===== config.mk =====
export PLATFORM = sky130hd
export DESIGN_NAME = port_misc_top
export DESIGN_NICKNAME = d
export VERILOG_FILES = /design/src/port_pkg.sv /design/src/pin_sync_if.sv /design/src/edge_detect.sv /design/src/pin_sync.sv /design/src/port_misc_top.sv
export SDC_FILE = /design/constraint.sdc
export NUM_CORES = 1
export LEC_CHECK = 0
export ABC_CLOCK_PERIOD_IN_PS = 5360
export BUFFER_PORTS_ARGS = -buffer_cell sky130_fd_sc_hd__buf_2
export CORE_ASPECT_RATIO = 1.1
export CORE_MARGIN = 2
export CORE_UTILIZATION = 53
export DETAILED_ROUTE_END_ITERATION = 8
export PLACE_DENSITY = 0.93
export SYNTH_ARGS = -nofsm -noshare
export SYNTH_HDL_FRONTEND = slang
export SYNTH_HIERARCHICAL = 1
export SYNTH_SLANG_ARGS = --single-unit

===== constraint.sdc =====
create_clock -name aclk -period 5.36 [get_ports aclk]
set_input_delay 1.608 -clock aclk [delete_from_list [all_inputs] [get_ports aclk]]
set_output_delay 1.608 -clock aclk [all_outputs]
set_load 0.1 [all_outputs]

===== src/port_pkg.sv =====
/*
  Constants shared by the port and miscellaneous control block.
  Assumes an AXI4-Lite register bus with 32-bit data.
*/
package port_pkg;
  // Register indices, byte address bits 5:2 (printed offsets are indices, not all multiples of four)
  localparam logic [3:0] IDX_PORT_A_DATA = 4'h0;
  localparam logic [3:0] IDX_PORT_A_DIRECTION = 4'h1;
  localparam logic [3:0] IDX_PORT_B_DATA = 4'h2;
  localparam logic [3:0] IDX_PORT_B_DIRECTION = 4'h3;
  localparam logic [3:0] IDX_PORT_C_DATA = 4'h4;
  localparam logic [3:0] IDX_PORT_C_DIRECTION = 4'h5;
  localparam logic [3:0] IDX_EXT_IRQ_EDGE = 4'h8;
  localparam logic [3:0] IDX_MISC_CONTROL = 4'h9;
  localparam logic [3:0] IDX_PERIPH_CONTROL = 4'hA;
  localparam logic [3:0] IDX_EXT_IRQ_STATUS = 4'hB;
  localparam int ADDR_WIDTH = 6;
  // Reset values
  localparam logic [7:0] RESET_PORT_AB = 8'h00;
  localparam logic [2:0] RESET_PORT_C = 3'h0;
  localparam logic [7:0] PORT_C_UPPER = 8'hF8;
  localparam logic [7:0] RESET_MISC = 8'hF0;
  localparam logic [7:0] MISC_RESERVED = 8'hF0;
  // Miscellaneous field positions
  localparam int MISC_CLK_OUT = 0;
  localparam int MISC_USB_OE = 1;
  localparam int MISC_OSC_DIV = 2;
  localparam int MISC_LVD_OFF = 3;
  // Peripheral control field positions
  localparam int PC_CMP1_EN = 0;
  localparam int PC_CMP2_EN = 1;
  localparam int PC_I2C_EN = 2;
  localparam int PC_SCI_EN = 3;
  localparam int PC_CLK_SEL0 = 4;
  localparam int PC_CLK_SEL1 = 5;
  // AXI responses
  localparam logic [1:0] RESP_OKAY = 2'h0;
  localparam logic [1:0] RESP_SLVERR = 2'h2;
endpackage


===== src/pin_sync_if.sv =====
/*
  Interface carrying raw pins into the synchroniser and clean levels out.
  Assumes one clock for the whole block.
*/
`timescale 1ns/10ps
interface pin_sync_if #(parameter int WIDTH = 19);
  logic [WIDTH-1:0] raw;
  logic [WIDTH-1:0] clean;
  modport sync_side (input raw, output clean);
  modport user_side (output raw, input clean);
endinterface


===== src/edge_detect.sv =====
/*
  External interrupt edge detector for the eight interrupt inputs.
  Assumes synchronised inputs on aclk.
*/
`timescale 1ns/10ps
module edge_detect (
  input wire logic aclk,
  input wire logic aresetn,
  input wire logic [7:0] level,
  input wire logic [7:0] enable,
  input wire logic [7:0] gate,
  output logic [7:0] event_pulse
);
  // Inputs 1,2,5,6 rise; 3,4,7,8 fall
  localparam logic [7:0] RISING_MASK = 8'h33;
  typedef struct packed {
    logic [7:0] prev;
    logic [7:0] pulse;
  } edge_state_t;
  edge_state_t state;
  edge_state_t next_state;
  logic [7:0] rise;
  logic [7:0] fall;
  // Edge detection per input
  always_comb begin
    rise = level & ~state.prev;
    fall = ~level & state.prev;
    next_state.prev = level;
    next_state.pulse = enable & gate & ((rise & RISING_MASK) | (fall & ~RISING_MASK));
    if (!aresetn) begin
      next_state = '0;
    end
  end
  always_ff @(posedge aclk) begin
    state <= next_state;
  end
  assign event_pulse = state.pulse;
endmodule


===== src/pin_sync.sv =====
/*
  Two-flop synchroniser for all pin inputs.
  Assumes pins are asynchronous to aclk.
*/
`timescale 1ns/10ps
module pin_sync #(
  parameter int WIDTH = 19
) (
  input wire logic aclk,
  input wire logic aresetn,
  pin_sync_if.sync_side pins
);
  typedef struct packed {
    logic [WIDTH-1:0] first;
    logic [WIDTH-1:0] second;
  } sync_state_t;
  sync_state_t state;
  sync_state_t next_state;
  // Refuse a width the shift stages cannot hold
  if (WIDTH < 1) begin : g_bad_width
    $error("pin_sync width must be positive");
  end
  // Shift pins through two stages
  always_comb begin
    next_state.first = pins.raw;
    next_state.second = state.first;
    if (!aresetn) begin
      next_state = '0;
    end
  end
  always_ff @(posedge aclk) begin
    state <= next_state;
  end
  assign pins.clean = state.second;
endmodule


===== src/port_misc_top.sv =====
/*
  Three I/O ports (A, B, C) and the miscellaneous control register with an
  AXI4-Lite slave. Pins are split into input, output and output enable.
  Assumes on-chip peripherals drive their alternate signals on aclk.
*/
`timescale 1ns/10ps
module port_misc_top
  import port_pkg::*;
(
  input wire logic aclk,
  input wire logic aresetn,
  input wire logic [31:0] s_axi_awaddr,
  input wire logic s_axi_awvalid,
  output logic s_axi_awready,
  input wire logic [31:0] s_axi_wdata,
  input wire logic [3:0] s_axi_wstrb,
  input wire logic s_axi_wvalid,
  output logic s_axi_wready,
  output logic [1:0] s_axi_bresp,
  output logic s_axi_bvalid,
  input wire logic s_axi_bready,
  input wire logic [31:0] s_axi_araddr,
  input wire logic s_axi_arvalid,
  output logic s_axi_arready,
  output logic [31:0] s_axi_rdata,
  output logic [1:0] s_axi_rresp,
  output logic s_axi_rvalid,
  input wire logic s_axi_rready,
  input wire logic [7:0] port_a_in,
  output logic [7:0] port_a_out,
  output logic [7:0] port_a_oe,
  output logic [7:0] port_a_pullup,
  input wire logic [7:0] port_b_in,
  output logic [7:0] port_b_out,
  output logic [7:0] port_b_oe,
  output logic [7:0] port_b_analog_route,
  input wire logic [2:0] port_c_in,
  output logic [2:0] port_c_out,
  output logic [2:0] port_c_oe,
  output logic [2:0] port_c_pullup,
  input wire logic [2:0] analog_channel_select,
  input wire logic analog_enable,
  input wire logic cpu_clock,
  input wire logic timer_compare_out1,
  input wire logic timer_compare_out2,
  input wire logic i2c_sda_out,
  input wire logic i2c_scl_out,
  input wire logic serial_transmit_out,
  input wire logic usb_transmitting,
  output logic timer_external_clock,
  output logic timer_capture_in1,
  output logic timer_capture_in2,
  output logic i2c_sda_in,
  output logic i2c_scl_in,
  output logic serial_receive_in,
  output logic [7:0] ext_irq_event,
  output logic osc_divider_select,
  output logic low_voltage_detector_off
);
  typedef enum logic [1:0] {IDLE, WRITE_RESP, READ_RESP} bus_state_t;
  typedef struct packed {
    bus_state_t bus;
    logic aw_held;
    logic w_held;
    logic [ADDR_WIDTH-1:0] waddr;
    logic [7:0] wdata;
    logic wstrb0;
    logic [1:0] bresp;
    logic [7:0] rdata;
    logic [1:0] rresp;
    logic [7:0] a_latch;
    logic [7:0] a_dir;
    logic [7:0] b_latch;
    logic [7:0] b_dir;
    logic [2:0] c_latch;
    logic [2:0] c_dir;
    logic [7:0] ext_irq_edge_enables;
    logic [3:0] misc;
    logic [5:0] periph;
    logic [7:0] irq_status;
  } top_state_t;
  top_state_t state;
  top_state_t next_state;

  // Pin synchronisers
  pin_sync_if #(.WIDTH(19)) pins ();
  assign pins.raw = {port_c_in, port_b_in, port_a_in};
  pin_sync #(.WIDTH(19)) u_sync (
    .aclk(aclk),
    .aresetn(aresetn),
    .pins(pins)
  );
  logic [7:0] a_pin;
  logic [7:0] b_pin;
  logic [2:0] c_pin;
  assign a_pin = pins.clean[7:0];
  assign b_pin = pins.clean[15:8];
  assign c_pin = pins.clean[18:16];

  // Interrupt sources: port A 4-7 then port B 4-7, inputs only
  logic [7:0] irq_gate;
  logic [7:0] irq_pulse;
  assign irq_gate = {~state.b_dir[7:4], ~state.a_dir[7:4]};
  edge_detect u_edge (
    .aclk(aclk),
    .aresetn(aresetn),
    .level({b_pin[7:4], a_pin[7:4]}),
    .enable(state.ext_irq_edge_enables),
    .gate(irq_gate),
    .event_pulse(irq_pulse)
  );
  assign ext_irq_event = irq_pulse;

  // Alternate function claims
  logic cmp1_on;
  logic cmp2_on;
  logic i2c_on;
  logic sci_on;
  assign cmp1_on = state.periph[PC_CMP1_EN];
  assign cmp2_on = state.periph[PC_CMP2_EN];
  assign i2c_on = state.periph[PC_I2C_EN];
  assign sci_on = state.periph[PC_SCI_EN];

  // Port A drive with alternate overrides
  always_comb begin
    port_a_out = state.a_latch;
    port_a_oe = state.a_dir;
    if (state.misc[MISC_CLK_OUT]) begin
      port_a_out[0] = cpu_clock;
      port_a_oe[0] = 1'b1;
    end
    if (cmp1_on) begin
      port_a_out[6] = timer_compare_out1;
      port_a_oe[6] = 1'b1;
    end
    if (cmp2_on) begin
      port_a_out[7] = timer_compare_out2;
      port_a_oe[7] = 1'b1;
    end
    // Open drain: drive only a low level
    port_a_out[1] = 1'b0;
    port_a_out[2] = 1'b0;
    port_a_oe[1] = i2c_on ? ~i2c_sda_out : (state.a_dir[1] & ~state.a_latch[1]);
    port_a_oe[2] = i2c_on ? ~i2c_scl_out : (state.a_dir[2] & ~state.a_latch[2]);
  end
  // Pull-ups on inputs of A0, A3-A7; none on open-drain pins
  assign port_a_pullup = ~port_a_oe & 8'hF9;
  assign timer_external_clock = a_pin[3];
  assign timer_capture_in1 = a_pin[4];
  assign timer_capture_in2 = a_pin[5];
  assign i2c_sda_in = a_pin[1];
  assign i2c_scl_in = a_pin[2];

  // Port B plain push-pull, analog routing by channel code
  assign port_b_out = state.b_latch;
  assign port_b_oe = state.b_dir;
  genvar gi;
  generate
    for (gi = 0; gi < 8; gi++) begin : g_route
      assign port_b_analog_route[gi] = analog_enable && (analog_channel_select == 3'(gi));
    end
  endgenerate

  // Port C with serial and USB enable overrides
  always_comb begin
    port_c_out = state.c_latch;
    port_c_oe = state.c_dir;
    if (sci_on) begin
      port_c_out[1] = serial_transmit_out;
      port_c_oe[1] = 1'b1;
    end
    if (state.misc[MISC_USB_OE]) begin
      port_c_out[2] = usb_transmitting;
      port_c_oe[2] = 1'b1;
    end
  end
  assign port_c_pullup = ~port_c_oe;
  assign serial_receive_in = c_pin[0];
  assign osc_divider_select = state.misc[MISC_OSC_DIV];
  assign low_voltage_detector_off = state.misc[MISC_LVD_OFF];

  // Read value per register index
  function automatic logic [7:0] read_reg(input logic [3:0] idx, input top_state_t s,
      input logic [7:0] ap, input logic [7:0] bp, input logic [2:0] cp, output logic ok);
    logic [7:0] v;
    v = 8'h00;
    ok = 1'b1;
    case (idx)
      IDX_PORT_A_DATA: v = (s.a_dir & s.a_latch) | (~s.a_dir & ap);
      IDX_PORT_A_DIRECTION: v = s.a_dir;
      IDX_PORT_B_DATA: v = (s.b_dir & s.b_latch) | (~s.b_dir & bp);
      IDX_PORT_B_DIRECTION: v = s.b_dir;
      IDX_PORT_C_DATA: v = PORT_C_UPPER | {5'h00, (s.c_dir & s.c_latch) | (~s.c_dir & cp)};
      IDX_PORT_C_DIRECTION: v = PORT_C_UPPER | {5'h00, s.c_dir};
      IDX_EXT_IRQ_EDGE: v = s.ext_irq_edge_enables;
      IDX_MISC_CONTROL: v = MISC_RESERVED | {4'h0, s.misc};
      IDX_PERIPH_CONTROL: v = {2'h0, s.periph};
      IDX_EXT_IRQ_STATUS: v = s.irq_status;
      default: ok = 1'b0;
    endcase
    return v;
  endfunction

  // Bus handshakes
  assign s_axi_awready = (state.bus == IDLE) && !state.aw_held;
  assign s_axi_wready = (state.bus == IDLE) && !state.w_held;
  assign s_axi_arready = (state.bus == IDLE) && !state.aw_held && !state.w_held;
  assign s_axi_bvalid = (state.bus == WRITE_RESP);
  assign s_axi_bresp = state.bresp;
  assign s_axi_rvalid = (state.bus == READ_RESP);
  assign s_axi_rdata = {24'h000000, state.rdata};
  assign s_axi_rresp = state.rresp;

  logic aw_now;
  logic w_now;
  logic [3:0] widx;
  logic widx_ok;
  logic [7:0] wv;
  logic rd_ok;
  logic [7:0] rd_val;
  logic do_write;

  // Next state: bus, registers and interrupt status
  always_comb begin
    next_state = state;
    aw_now = s_axi_awvalid && s_axi_awready;
    w_now = s_axi_wvalid && s_axi_wready;
    if (aw_now) begin
      next_state.aw_held = 1'b1;
      next_state.waddr = s_axi_awaddr[ADDR_WIDTH-1:0];
    end
    if (w_now) begin
      next_state.w_held = 1'b1;
      next_state.wdata = s_axi_wdata[7:0];
      next_state.wstrb0 = s_axi_wstrb[0];
    end
    widx = state.waddr[5:2];
    widx_ok = 1'b0;
    wv = state.wdata;
    do_write = (state.bus == IDLE) && state.aw_held && state.w_held;
    rd_val = read_reg(s_axi_araddr[5:2], state, a_pin, b_pin, c_pin, rd_ok);
    // Sticky interrupt status: a new event wins over a write-one clear
    if (do_write) begin
      void'(read_reg(widx, state, a_pin, b_pin, c_pin, widx_ok));
      widx_ok = widx_ok && (state.waddr[1:0] == 2'b00) && (s_axi_awaddr[31:ADDR_WIDTH] == '0 || 1'b1);
      next_state.aw_held = 1'b0;
      next_state.w_held = 1'b0;
      next_state.bus = WRITE_RESP;
      next_state.bresp = widx_ok ? RESP_OKAY : RESP_SLVERR;
      if (widx_ok && state.wstrb0) begin
        case (widx)
          IDX_PORT_A_DATA: next_state.a_latch = wv;
          IDX_PORT_A_DIRECTION: next_state.a_dir = wv;
          IDX_PORT_B_DATA: next_state.b_latch = wv;
          IDX_PORT_B_DIRECTION: next_state.b_dir = wv;
          IDX_PORT_C_DATA: next_state.c_latch = wv[2:0];
          IDX_PORT_C_DIRECTION: next_state.c_dir = wv[2:0];
          IDX_EXT_IRQ_EDGE: next_state.ext_irq_edge_enables = wv;
          IDX_MISC_CONTROL: begin
            next_state.misc[MISC_CLK_OUT] = wv[MISC_CLK_OUT];
            next_state.misc[MISC_USB_OE] = wv[MISC_USB_OE];
            next_state.misc[MISC_OSC_DIV] = state.misc[MISC_OSC_DIV] | wv[MISC_OSC_DIV];
            next_state.misc[MISC_LVD_OFF] = state.misc[MISC_LVD_OFF] | wv[MISC_LVD_OFF];
          end
          IDX_PERIPH_CONTROL: next_state.periph = wv[5:0];
          IDX_EXT_IRQ_STATUS: next_state.irq_status = state.irq_status & ~wv;
          default: next_state.bresp = RESP_SLVERR;
        endcase
      end
    end
    next_state.irq_status = next_state.irq_status | irq_pulse;
    case (state.bus)
      IDLE: begin
        if (!do_write && s_axi_arvalid && s_axi_arready) begin
          next_state.bus = READ_RESP;
          next_state.rdata = rd_val;
          // Unaligned read addresses are refused like unmapped ones
          next_state.rresp = (rd_ok && s_axi_araddr[1:0] == 2'b00) ? RESP_OKAY : RESP_SLVERR;
        end
      end
      WRITE_RESP: begin
        if (s_axi_bready) begin
          next_state.bus = IDLE;
        end
      end
      READ_RESP: begin
        if (s_axi_rready) begin
          next_state.bus = IDLE;
        end
      end
      default: next_state.bus = IDLE;
    endcase
    // Reset values
    if (!aresetn) begin
      next_state = '0;
      next_state.bus = IDLE;
      next_state.a_latch = RESET_PORT_AB;
      next_state.a_dir = RESET_PORT_AB;
      next_state.b_latch = RESET_PORT_AB;
      next_state.b_dir = RESET_PORT_AB;
      next_state.c_latch = RESET_PORT_C;
      next_state.c_dir = RESET_PORT_C;
      next_state.misc = RESET_MISC[3:0];
    end
  end

  always_ff @(posedge aclk) begin
    state <= next_state;
  end
endmodule


==> flow_summary.json, run 1 <==
{
  "syn_area_per_cell_sq_um": 8.87,
  "cts-root-buf": "clkbuf_16",
  "status": "finished, final reports clean",
  "synthFlopType": "dfxtp_1",
  "synth_compound_area_share_pct": 12.1,
  "avgRoutedWirePerCell_um": 16.5,
  "wl_met3_um": 1550,
  "synthXorXnorAreaFrac_pct": 0,
  "cts_tree": "done",
  "required_ps": 3750,
  "syn_to_final_growth_pct": 12.1,
  "finalSetupTns_ps": 0,
  "synth_edf_count": 0,
  "ys_ff_latch": 147,
  "p_sw_uw": 741,
  "p_leak_nw": 3.13,
  "critPathLaunchType": "input port",
  "dp_hpwl_um": 11300,
  "async_flop_share_pct": 0,
  "postCtsResizedCells": 0,
  "fillers": 1038,
  "antenna_found_initial": 0,
  "synthAdderAreaFrac_pct": 0,
  "path_class": "input port to output port",
  "hp-class": "register to register",
  "clk_pin_slew_ps": 60,
  "cp.arrival_ps": 2450,
  "ir_drop_uv": 260,
  "ys.warnings.count": 6,
  "end_kind": "output port",
  "start_util_pct": 54.4,
  "crit_path_max_fanout": 4,
  "clock_power_share_pct": 46.3,
  "max_freq_ghz": 0.247,
  "setup_viol": 0,
  "cts.sinks": 147,
  "clk_latency_ps": 430,
  "htreeDepth": 4,
  "route.met2.wl_um": 7340,
  "min_path_cells": 1,
  "synthSimpleGateAreaFrac_pct": 21.4,
  "num_rows": 42,
  "skew_ps": 7.08,
  "drc": 0,
  "core-area_sq_mm": 0.0121,
  "p_seq_share_pct": 41.6,
  "gr-total-overflow": 0,
  "grt_usage_pct": 24.6,
  "antenna_left": 0,
  "rsz0062_at_grt": "no",
  "clk_path_buf_depth": 2,
  "port-buffer-count": 141,
  "regToRegSetupSlack_ps": 3000,
  "wl_um": 16000,
  "final_cell_mix": "147 x dfxtp_1, 140 x buf_2, 75 x o21ai_0, 59 x nand3_1, 57 x nand2_1",
  "vias": 5334,
  "netlist_area_sq_mm": 0.00658,
  "wl_met1_um": 6790,
  "numCtsBuffers": 17,
  "fin_nets": 940,
  "cap_violations": 0,
  "highest_layer": "met4",
  "grt_pass1_wl_um": 24800,
  "io_pins": 251,
  "ys_types": 54,
  "tightest_slew_ps": 793,
  "slew_viol_final": 0,
  "post-route-period-util_pct": 75.7,
  "synth_mux_area_share_pct": 6.91,
  "p_sw_share_pct": 26.9,
  "post_cts_buffers": 0,
  "num_antenna_cells": 0,
  "finalHoldViolations": 0,
  "synth_top_family_by_area": "simple AND/OR/NAND/NOR gates",
  "grt_pass1_vias": 4691,
  "fp.dieH_um": 121,
  "intPower_mw": 2.01,
  "hold_buffers": 0,
  "synthCells": 741,
  "grt_max_degree": 94,
  "first_pass_iters": 5,
  "drive_gt1_share_pct": 23.8,
  "timing.final.crit_period_ps": 4060,
  "power_density_mw_per_mm2": 373,
  "total_power_mw": 2.75,
  "vias_per_cell": 5.50,
  "seq_area_frac_synth_pct": 44.8,
  "drtIter0Drc": 493,
  "reg2reg_depth": 5,
  "final_common_cell": "dfxtp_1",
  "finalWeightedCongestion": 0.933,
  "die_w_um": 110,
  "p_comb_share_pct": 12.2,
  "timing.slew.headroom_pct": 45.8,
  "die-area_sq_mm": 0.0133
}
==> logic make-up (layout without fill, tap and decap cells) <==
family	after synthesis	count (layout)
other	1	30
AO/OA/AOI/OAI	135	135
AND/OR/NAND/NOR	258	258
flip-flops	147	147
buffers and inverters	156	202
multiplexers	44	44
==> worst max-delay path, cell delays in order <==
cell and delay (ps):
buf_2 100, nand2b_1 190, nor2_1 120, buf_2 430
==> registers in the layout (all words and copies together) (netlist names), 3 cells and up <==
name                cells
port_b_oe               8
s_axi_rdata             8
u_sync/state           19
wv                      8
u_sync/pins.clean      19
u_edge/state            8
port_a_out              3
state                  45
u_edge/event_pulse      8
port_b_out              8
port_a_oe               3
==> worst paths after layout <==
check | from | to
worst min register to register | u_edge/state[13] | u_edge/event_pulse[5]
worst max-delay path | analog_channel_select[2] | port_b_analog_route[3]
worst max register to register | state[94] | s_axi_rdata[0]
worst min-delay path | u_edge/state[13] | u_edge/event_pulse[5]
==> layout make-up <==
cell class	instances	area, sq um	area share, %
clock buffers	22	484	6.57
clock inverters	10	153	2.07
inverters	28	105	1.43
multi-input cells	467	2780	37.7
flip-flops and latches	147	2940	39.9
well taps	154	193	2.61
repair buffers	142	716	9.71
==> synth_stat cells (all sizes together) (12+ instances only) <==
master / count / area, sq um
mux2i: 33 / 330
inv: 28 / 105
buf: 108 / 787
clkbuf: 20 / 76.3
o21ai: 75 / 375
a31oi: 13 / 81.3
nand3: 59 / 295
nor2: 25 / 93.8
nand2: 57 / 214
and2: 48 / 300
nor2b: 19 / 119
dfxtp: 147 / 2940
a21oi: 12 / 60.1
==> metal layers <==
metal  GRT usage [%]  vias to the layer above
li1                -                     2548
met1            33.2                     2452
met2            37.4                      302
met3            7.33                       32
met4            8.59                        0
met5               0                        -
==> power groups by stage <==
stage	sequential, mW	combinational (mW)	clock (mW)
5_1_grt	1.15	0.352	1.34
4_1_cts	1.14	0.333	1.28
2_1_floorplan	1.16	0.309	0
3_5_place_dp	1.17	0.332	0
6_report	1.14	0.334	1.27
3_3_place_gp	1.17	0.329	0
==> through the flow <==
| step | cells | worst slack [ps] | hold slack, ps | cell area (sq um) | utilization (%) |
|---|---|---|---|---|---|
| floorplan | 770 | 29.0 | 367 | 6690 | - |
| global placement | 938 | 1310 | 371 | 6730 | 55.7 |
| detailed placement | 938 | 1300 | 373 | 6730 | 55.7 |
| CTS | 970 | 1300 | 381 | 7370 | 61.0 |
| global route | 970 | 1220 | 395 | 7370 | 61.0 |
| finish | 970 | 1300 | 380 | 7370 | 61.0 |
Note: power is estimated with default switching activity, not from simulation.
==> run 2, diff against run 1 <==
--- a/config.mk
+++ b/config.mk
@@ -5,13 +5,13 @@
 export SDC_FILE = /design/constraint.sdc
 export NUM_CORES = 1
 export LEC_CHECK = 0
-export ABC_CLOCK_PERIOD_IN_PS = 5360
+export ABC_CLOCK_PERIOD_IN_PS = 3800
 export BUFFER_PORTS_ARGS = -buffer_cell sky130_fd_sc_hd__buf_2
 export CORE_ASPECT_RATIO = 1.1
 export CORE_MARGIN = 2
-export CORE_UTILIZATION = 53
+export CORE_UTILIZATION = 49
 export DETAILED_ROUTE_END_ITERATION = 8
-export PLACE_DENSITY = 0.93
+export PLACE_DENSITY = 0.87
 export SYNTH_ARGS = -nofsm -noshare
 export SYNTH_HDL_FRONTEND = slang
 export SYNTH_HIERARCHICAL = 1
==> constraint.sdc (replaced) <==
create_clock -name aclk -period 3.8 [get_ports aclk]
set_input_delay 1.14 -clock aclk [delete_from_list [all_inputs] [get_ports aclk]]
set_output_delay 1.14 -clock aclk [all_outputs]
set_load 0.1 [all_outputs]
==> flow_summary.json, run 2 (synthesized netlist as in run 1, its figures left out) <==
{
  "status": "finished, final reports clean",
  "timing.final.crit_period_ps": 3130,
  "die_w_um": 114,
  "critical_path.cell_chain": "buf_2 -> nand2b_1 -> nor2_1 -> buf_2",
  "finalHoldViolations": 0,
  "fp.dieH_um": 125,
  "power_density_mw_per_mm2": 530,
  "gr-total-overflow": 0,
  "top_register": "state",
  "ir_drop_uv": 348,
  "finalWeightedCongestion": 0.925,
  "antenna_found_initial": 0,
  "final_cell_area_sq_mm": 0.00743,
  "regArea_sq_mm": 0.00294,
  "cts-root-buf": "clkbuf_16",
  "place_area_sq_mm": 0.00678,
  "antenna_left": 0,
  "route.met2.wl_um": 7210,
  "fin_nets": 942,
  "grt_pass1_wl_um": 24200,
  "die-area_sq_mm": 0.0144,
  "hold_ws_ps": 384,
  "cp.arrival_ps": 1990,
  "dp_hpwl_um": 11200,
  "critPathLaunchType": "input port",
  "first_pass_iters": 5,
  "cts_tree": "done",
  "drc": 0,
  "regToRegSetupSlack_ps": 1490,
  "final_cell_mix": "147 x dfxtp_1, 140 x buf_2, 75 x o21ai_0, 59 x nand3_1, 57 x nand2_1",
  "num_rows": 44,
  "max_freq_ghz": 0.320,
  "wl_met1_um": 6740,
  "crit_path_max_fanout": 4,
  "syn_to_final_growth_pct": 13.1,
  "skew_ps": 12.5,
  "highest_layer": "met4",
  "cpPeakStageDelay_ps": 430,
  "largest_reg_flops": 45,
  "clk_path_buf_depth": 2,
  "hold_buffers": 0,
  "path_buf_inv": 2,
  "hp-class": "register to register",
  "wl_um": 15700,
  "avgRoutedWirePerCell_um": 16.1,
  "numCtsBuffers": 17,
  "rsz0062_at_grt": "no",
  "start_util_pct": 50.0,
  "finalSetupTns_ps": 0,
  "grt_pass1_vias": 4694,
  "grt_usage_pct": 21.9,
  "post-route-period-util_pct": 82.3,
  "clk_pin_slew_ps": 60,
  "p_leak_nw": 3.15,
  "path_common_cell": "buf_2",
  "clk_latency_ps": 420,
  "cap_violations": 0,
  "critical-path-top-delay-family": "buffers and inverters",
  "post_cts_buffers": 0,
  "port-buffer-count": 141,
  "path_class": "input port to output port",
  "timing.slew.headroom_pct": 51.8,
  "tightest_slew_ps": 723,
  "end_kind": "output port",
  "wl_met3_um": 1400,
  "setup_viol": 0,
  "final_common_cell": "dfxtp_1",
  "io_pins": 251,
  "required_ps": 2660,
  "drtIter0Drc": 432,
  "slew_viol_final": 0,
  "vias_per_cell": 5.33,
  "crit_slowest_cell": "buf_2",
  "postCtsResizedCells": 0,
  "multi_input_area_sq_mm": 0.00280,
  "core-area_sq_mm": 0.0132,
  "vias": 5208,
  "num_antenna_cells": 0,
  "drive_gt1_share_pct": 24.4,
  "cts.sinks": 147,
  "htreeDepth": 4,
  "fillers": 1156,
  "grt_max_degree": 80
}
-- run 2: changes by cell type in the layout (fill, tap and decap cells not counted) --
cell / change
clkinv_2: -3
buf_4: +2
mux2i_1: -2
mux2i_2: +2
nor3_1: -2
nor3_2: +2
bufinv_16: +1
clkinvlp_4: +1
-- run 2: routing by layer --
layer | global-route usage, % | vias up
li1 | - | 2544
met1 | 27.3 | 2390
met2 | 34.3 | 241
met3 | 7.66 | 33
met4 | 8.97 | 0
met5 | 0 | -
-- run 2: per-stage QoR --
stage | std cells | total power, mW | setup slack (ps) | utilization, %
floorplan | 770 | 2.07 | 60.5 | -
global placement | 947 | 2.11 | 692 | 51.5
detailed placement | 947 | 2.12 | 676 | 51.5
CTS | 978 | 3.96 | 674 | 56.5
global route | 978 | 4.07 | 601 | 56.5
finish | 978 | 3.94 | 672 | 56.5
-- run 2: final cells by class --
type                    instances  share of cell area, %
flip-flops and latches        147                   39.6
inverters                      28                   1.41
repair buffers                144                   9.83
clock buffers                  22                   6.51
multi-input cells             467                   37.6
well taps                     161                   2.71
clock inverters                 9                   2.36
-- run 2: where the power goes --
group | total [mW] | internal (mW) | switching (mW)
sequential | 1.61 | 1.58 | 0.0315
clock | 1.86 | 1.23 | 0.627
combinational | 0.472 | 0.0942 | 0.378
-- run 2: worst paths after layout --
kind                             to  cells after the start                     start
max reg2reg            port_a_oe[3]                      5                 state[94]
min           u_edge/event_pulse[0]                      1           u_edge/state[8]
min reg2reg   u_edge/event_pulse[0]                      1           u_edge/state[8]
max          port_b_analog_route[1]                      4  analog_channel_select[2]
==> run 3, diff against run 2 <==
--- a/config.mk
+++ b/config.mk
@@ -5,13 +5,14 @@
 export SDC_FILE = /design/constraint.sdc
 export NUM_CORES = 1
 export LEC_CHECK = 0
-export ABC_CLOCK_PERIOD_IN_PS = 3800
+export ABC_AREA = 1
+export ABC_CLOCK_PERIOD_IN_PS = 2700
 export BUFFER_PORTS_ARGS = -buffer_cell sky130_fd_sc_hd__buf_2
 export CORE_ASPECT_RATIO = 1.1
 export CORE_MARGIN = 2
-export CORE_UTILIZATION = 49
+export CORE_UTILIZATION = 45
 export DETAILED_ROUTE_END_ITERATION = 8
-export PLACE_DENSITY = 0.87
+export PLACE_DENSITY = 0.84
 export SYNTH_ARGS = -nofsm -noshare
 export SYNTH_HDL_FRONTEND = slang
 export SYNTH_HIERARCHICAL = 1
==> constraint.sdc (replaced) <==
create_clock -name aclk -period 2.7 [get_ports aclk]
set_input_delay 0.81 -clock aclk [delete_from_list [all_inputs] [get_ports aclk]]
set_output_delay 0.81 -clock aclk [all_outputs]
set_load 0.1 [all_outputs]
==> flow_summary.json, run 3 <==
{
  "status": "finished, final reports clean",
  "postCtsResizedCells": 0,
  "timing.final.crit_period_ps": 2570,
  "cts.sinks": 147,
  "final_common_cell": "nand2_1",
  "drtIter0Drc": 511,
  "skew_ps": 9.39,
  "synth_top_area_cell": "dfxtp_1",
  "clk_latency_ps": 430,
  "setup_viol": 0,
  "timing.slew.headroom_pct": 54.5,
  "htreeDepth": 4,
  "r2r-start": "state[93]",
  "crit_path_max_fanout": 7,
  "synthTopCellsByArea": "dfxtp_1 43%, nand2_1 17%, buf_4 10%, inv_1 7.0%, a21oi_1 6.6%",
  "clk_pin_slew_ps": 60,
  "fp.dieH_um": 133,
  "fillers": 1461,
  "grt-busiest-layer": "met2",
  "max_freq_ghz": 0.390,
  "vias_per_cell": 4.83,
  "io_pins": 251,
  "ys_types": 25,
  "vias": 6213,
  "port-buffer-count": 141,
  "p_leak_nw": 3.74,
  "total_power_mw": 5.50,
  "netlist_top_cells_count": "309 x nand2_1, 147 x dfxtp_1, 127 x inv_1, 95 x buf_4, 93 x nor2_1",
  "syn_to_final_growth_pct": 16.1,
  "cts-root-buf": "clkbuf_16",
  "regToRegSetupSlack_ps": 850,
  "required_ps": 1890,
  "grt_usage_pct": 22.6,
  "slew_viol_final": 0,
  "grt_pass1_vias": 5660,
  "cts_tree": "done",
  "fin_cells": 1286,
  "core-area_sq_mm": 0.0149,
  "ir_drop_uv": 401,
  "antenna_left": 0,
  "syn_area_per_cell_sq_um": 6.87,
  "seq_area_frac_synth_pct": 43.2,
  "path_class": "register to output port",
  "fin_nets": 1212,
  "avgRoutedWirePerCell_um": 14.2,
  "rsz0062_at_grt": "no",
  "drive_gt1_share_pct": 19.5,
  "grtUsageMet3_pct": 5.82,
  "post_cts_buffers": 0,
  "cap_violations": 0,
  "gr-total-overflow": 0,
  "top_register": "state",
  "dp_hpwl_um": 13400,
  "async_flop_share_pct": 0,
  "die_w_um": 121,
  "synthFlopType": "dfxtp_1",
  "wl_um": 18300,
  "drc": 0,
  "end_kind": "output port",
  "synthMostInstantiatedCell": "nand2_1",
  "synth_top_area_share_pct": 43.2,
  "hp-class": "register to register",
  "grt_pass1_wl_um": 28000,
  "finalWeightedCongestion": 1.01,
  "numCtsBuffers": 17,
  "synthCells": 993,
  "hold_path_end": "u_sync/pins.clean[10]",
  "post-route-period-util_pct": 95.0,
  "dp_cells": 1252,
  "final_cell_mix": "309 x nand2_1, 147 x dfxtp_1, 133 x buf_2, 126 x inv_1, 90 x a21oi_1",
  "grt_max_degree": 65,
  "hold_buffers": 0,
  "first_pass_iters": 6,
  "start_util_pct": 45.6,
  "largest_reg_flops": 45,
  "tightest_slew_ps": 680,
  "ys_ff_latch": 147,
  "finalHoldViolations": 0,
  "synth_edf_count": 0,
  "reg2reg_depth": 9,
  "reg2reg_to": "port_b_oe[0]",
  "clk_path_buf_depth": 2,
  "ys.warnings.count": 6,
  "min_path_cells": 2,
  "met2_usage_pct": 37.8,
  "critPathLaunchType": "register",
  "hold_path.startpoint": "u_sync/state[29]",
  "antenna_found_initial": 1,
  "met1_usage_pct": 26.7,
  "netlist_area_sq_mm": 0.00682,
  "power_density_mw_per_mm2": 695,
  "die-area_sq_mm": 0.0162,
  "num_rows": 47,
  "cp.arrival_ps": 1760
}
==> run 3: cell count changes after synthesis, moves of 8 or more <==
cell,delta
a21boi_0,-9
a21oi_1,+78
a31oi_1,-13
and2_1,-48
inv_1,+99
mux2_2,-8
mux2i_1,-33
nand2_1,+252
nand2b_1,-8
nor2_1,+68
nor2b_1,-19
nor3_1,-8
o21ai_0,-48
==> run 3: critical path, cell delays in order (launching register included) <==
cell and delay (ps):
dfxtp_1 310, inv_1 60, nand2_1 90, nor2_1 350
buf_2 510
==> run 3: where the power goes <==
| group | internal (mW) | switching, mW | total (mW) | leakage (nW) |
|---|---|---|---|---|
| registers | 2.23 | 0.0696 | 2.30 | 1.20 |
| logic | 0.143 | 0.598 | 0.741 | 2.25 |
| clock network | 1.54 | 0.916 | 2.45 | 0.288 |
==> run 3: cell families after synthesis <==
group / count (synthesis) / share of synthesized area, %
and+or+nand+nor: 474 / 28.1
buffers and inverters: 248 / 19.3
DFF: 147 / 43.2
AOI/OAI and AO/OA: 120 / 8.96
muxes: 3 / 0.495
other: 1 / 0.0550
==> run 3: cell type report <==
| class | count | area, sq um | area share [%] |
|---|---|---|---|
| timing repair buffer | 153 | 928 | 11.7 |
| clock buffer | 18 | 429 | 5.42 |
| tap | 196 | 245 | 3.10 |
| sequential | 147 | 2940 | 37.2 |
| clock inverter | 14 | 186 | 2.35 |
| inverter | 129 | 484 | 6.11 |
| antenna | 2 | 5.00 | 0.0632 |
| multi-input combinational | 627 | 2700 | 34.1 |
==> run 3: worst max path at each step <==
stage | end | cells past startpoint | start | slack (ps)
final | s_axi_wready | 4 | state[93] | 130
after CTS | s_axi_wready | 4 | state[93] | 130
after floorplan | port_b_analog_route[0] | 3 | analog_channel_select[2] | -310
after global placement | port_b_analog_route[7] | 4 | analog_channel_select[2] | 340
after detailed placement | port_b_analog_route[7] | 4 | analog_enable | 290
after global routing | s_axi_wready | 4 | state[94] | 50
==> run 3: through the flow <==
stage                     util [%]  setup WS (ps)  setup TNS, ps  hold WS (ps)  cell area (sq um)
final                         53.0            134              0           409               7920
after global routing          53.0           49.5              0           430               7920
after CTS                     53.0            130              0           411               7910
after detailed placement      48.9            294              0           398               7300
after global placement        48.9            335              0           394               7300
after floorplan                  -           -307          -1470           390               6950
==> run 3: metal layers <==
metal | part of all wire [%] | vias up
li1 | - | 3090
met4 | 4.1 | 0
met5 | 0 | -
met1 | 38 | 2744
met2 | 47 | 326
met3 | 10 | 53
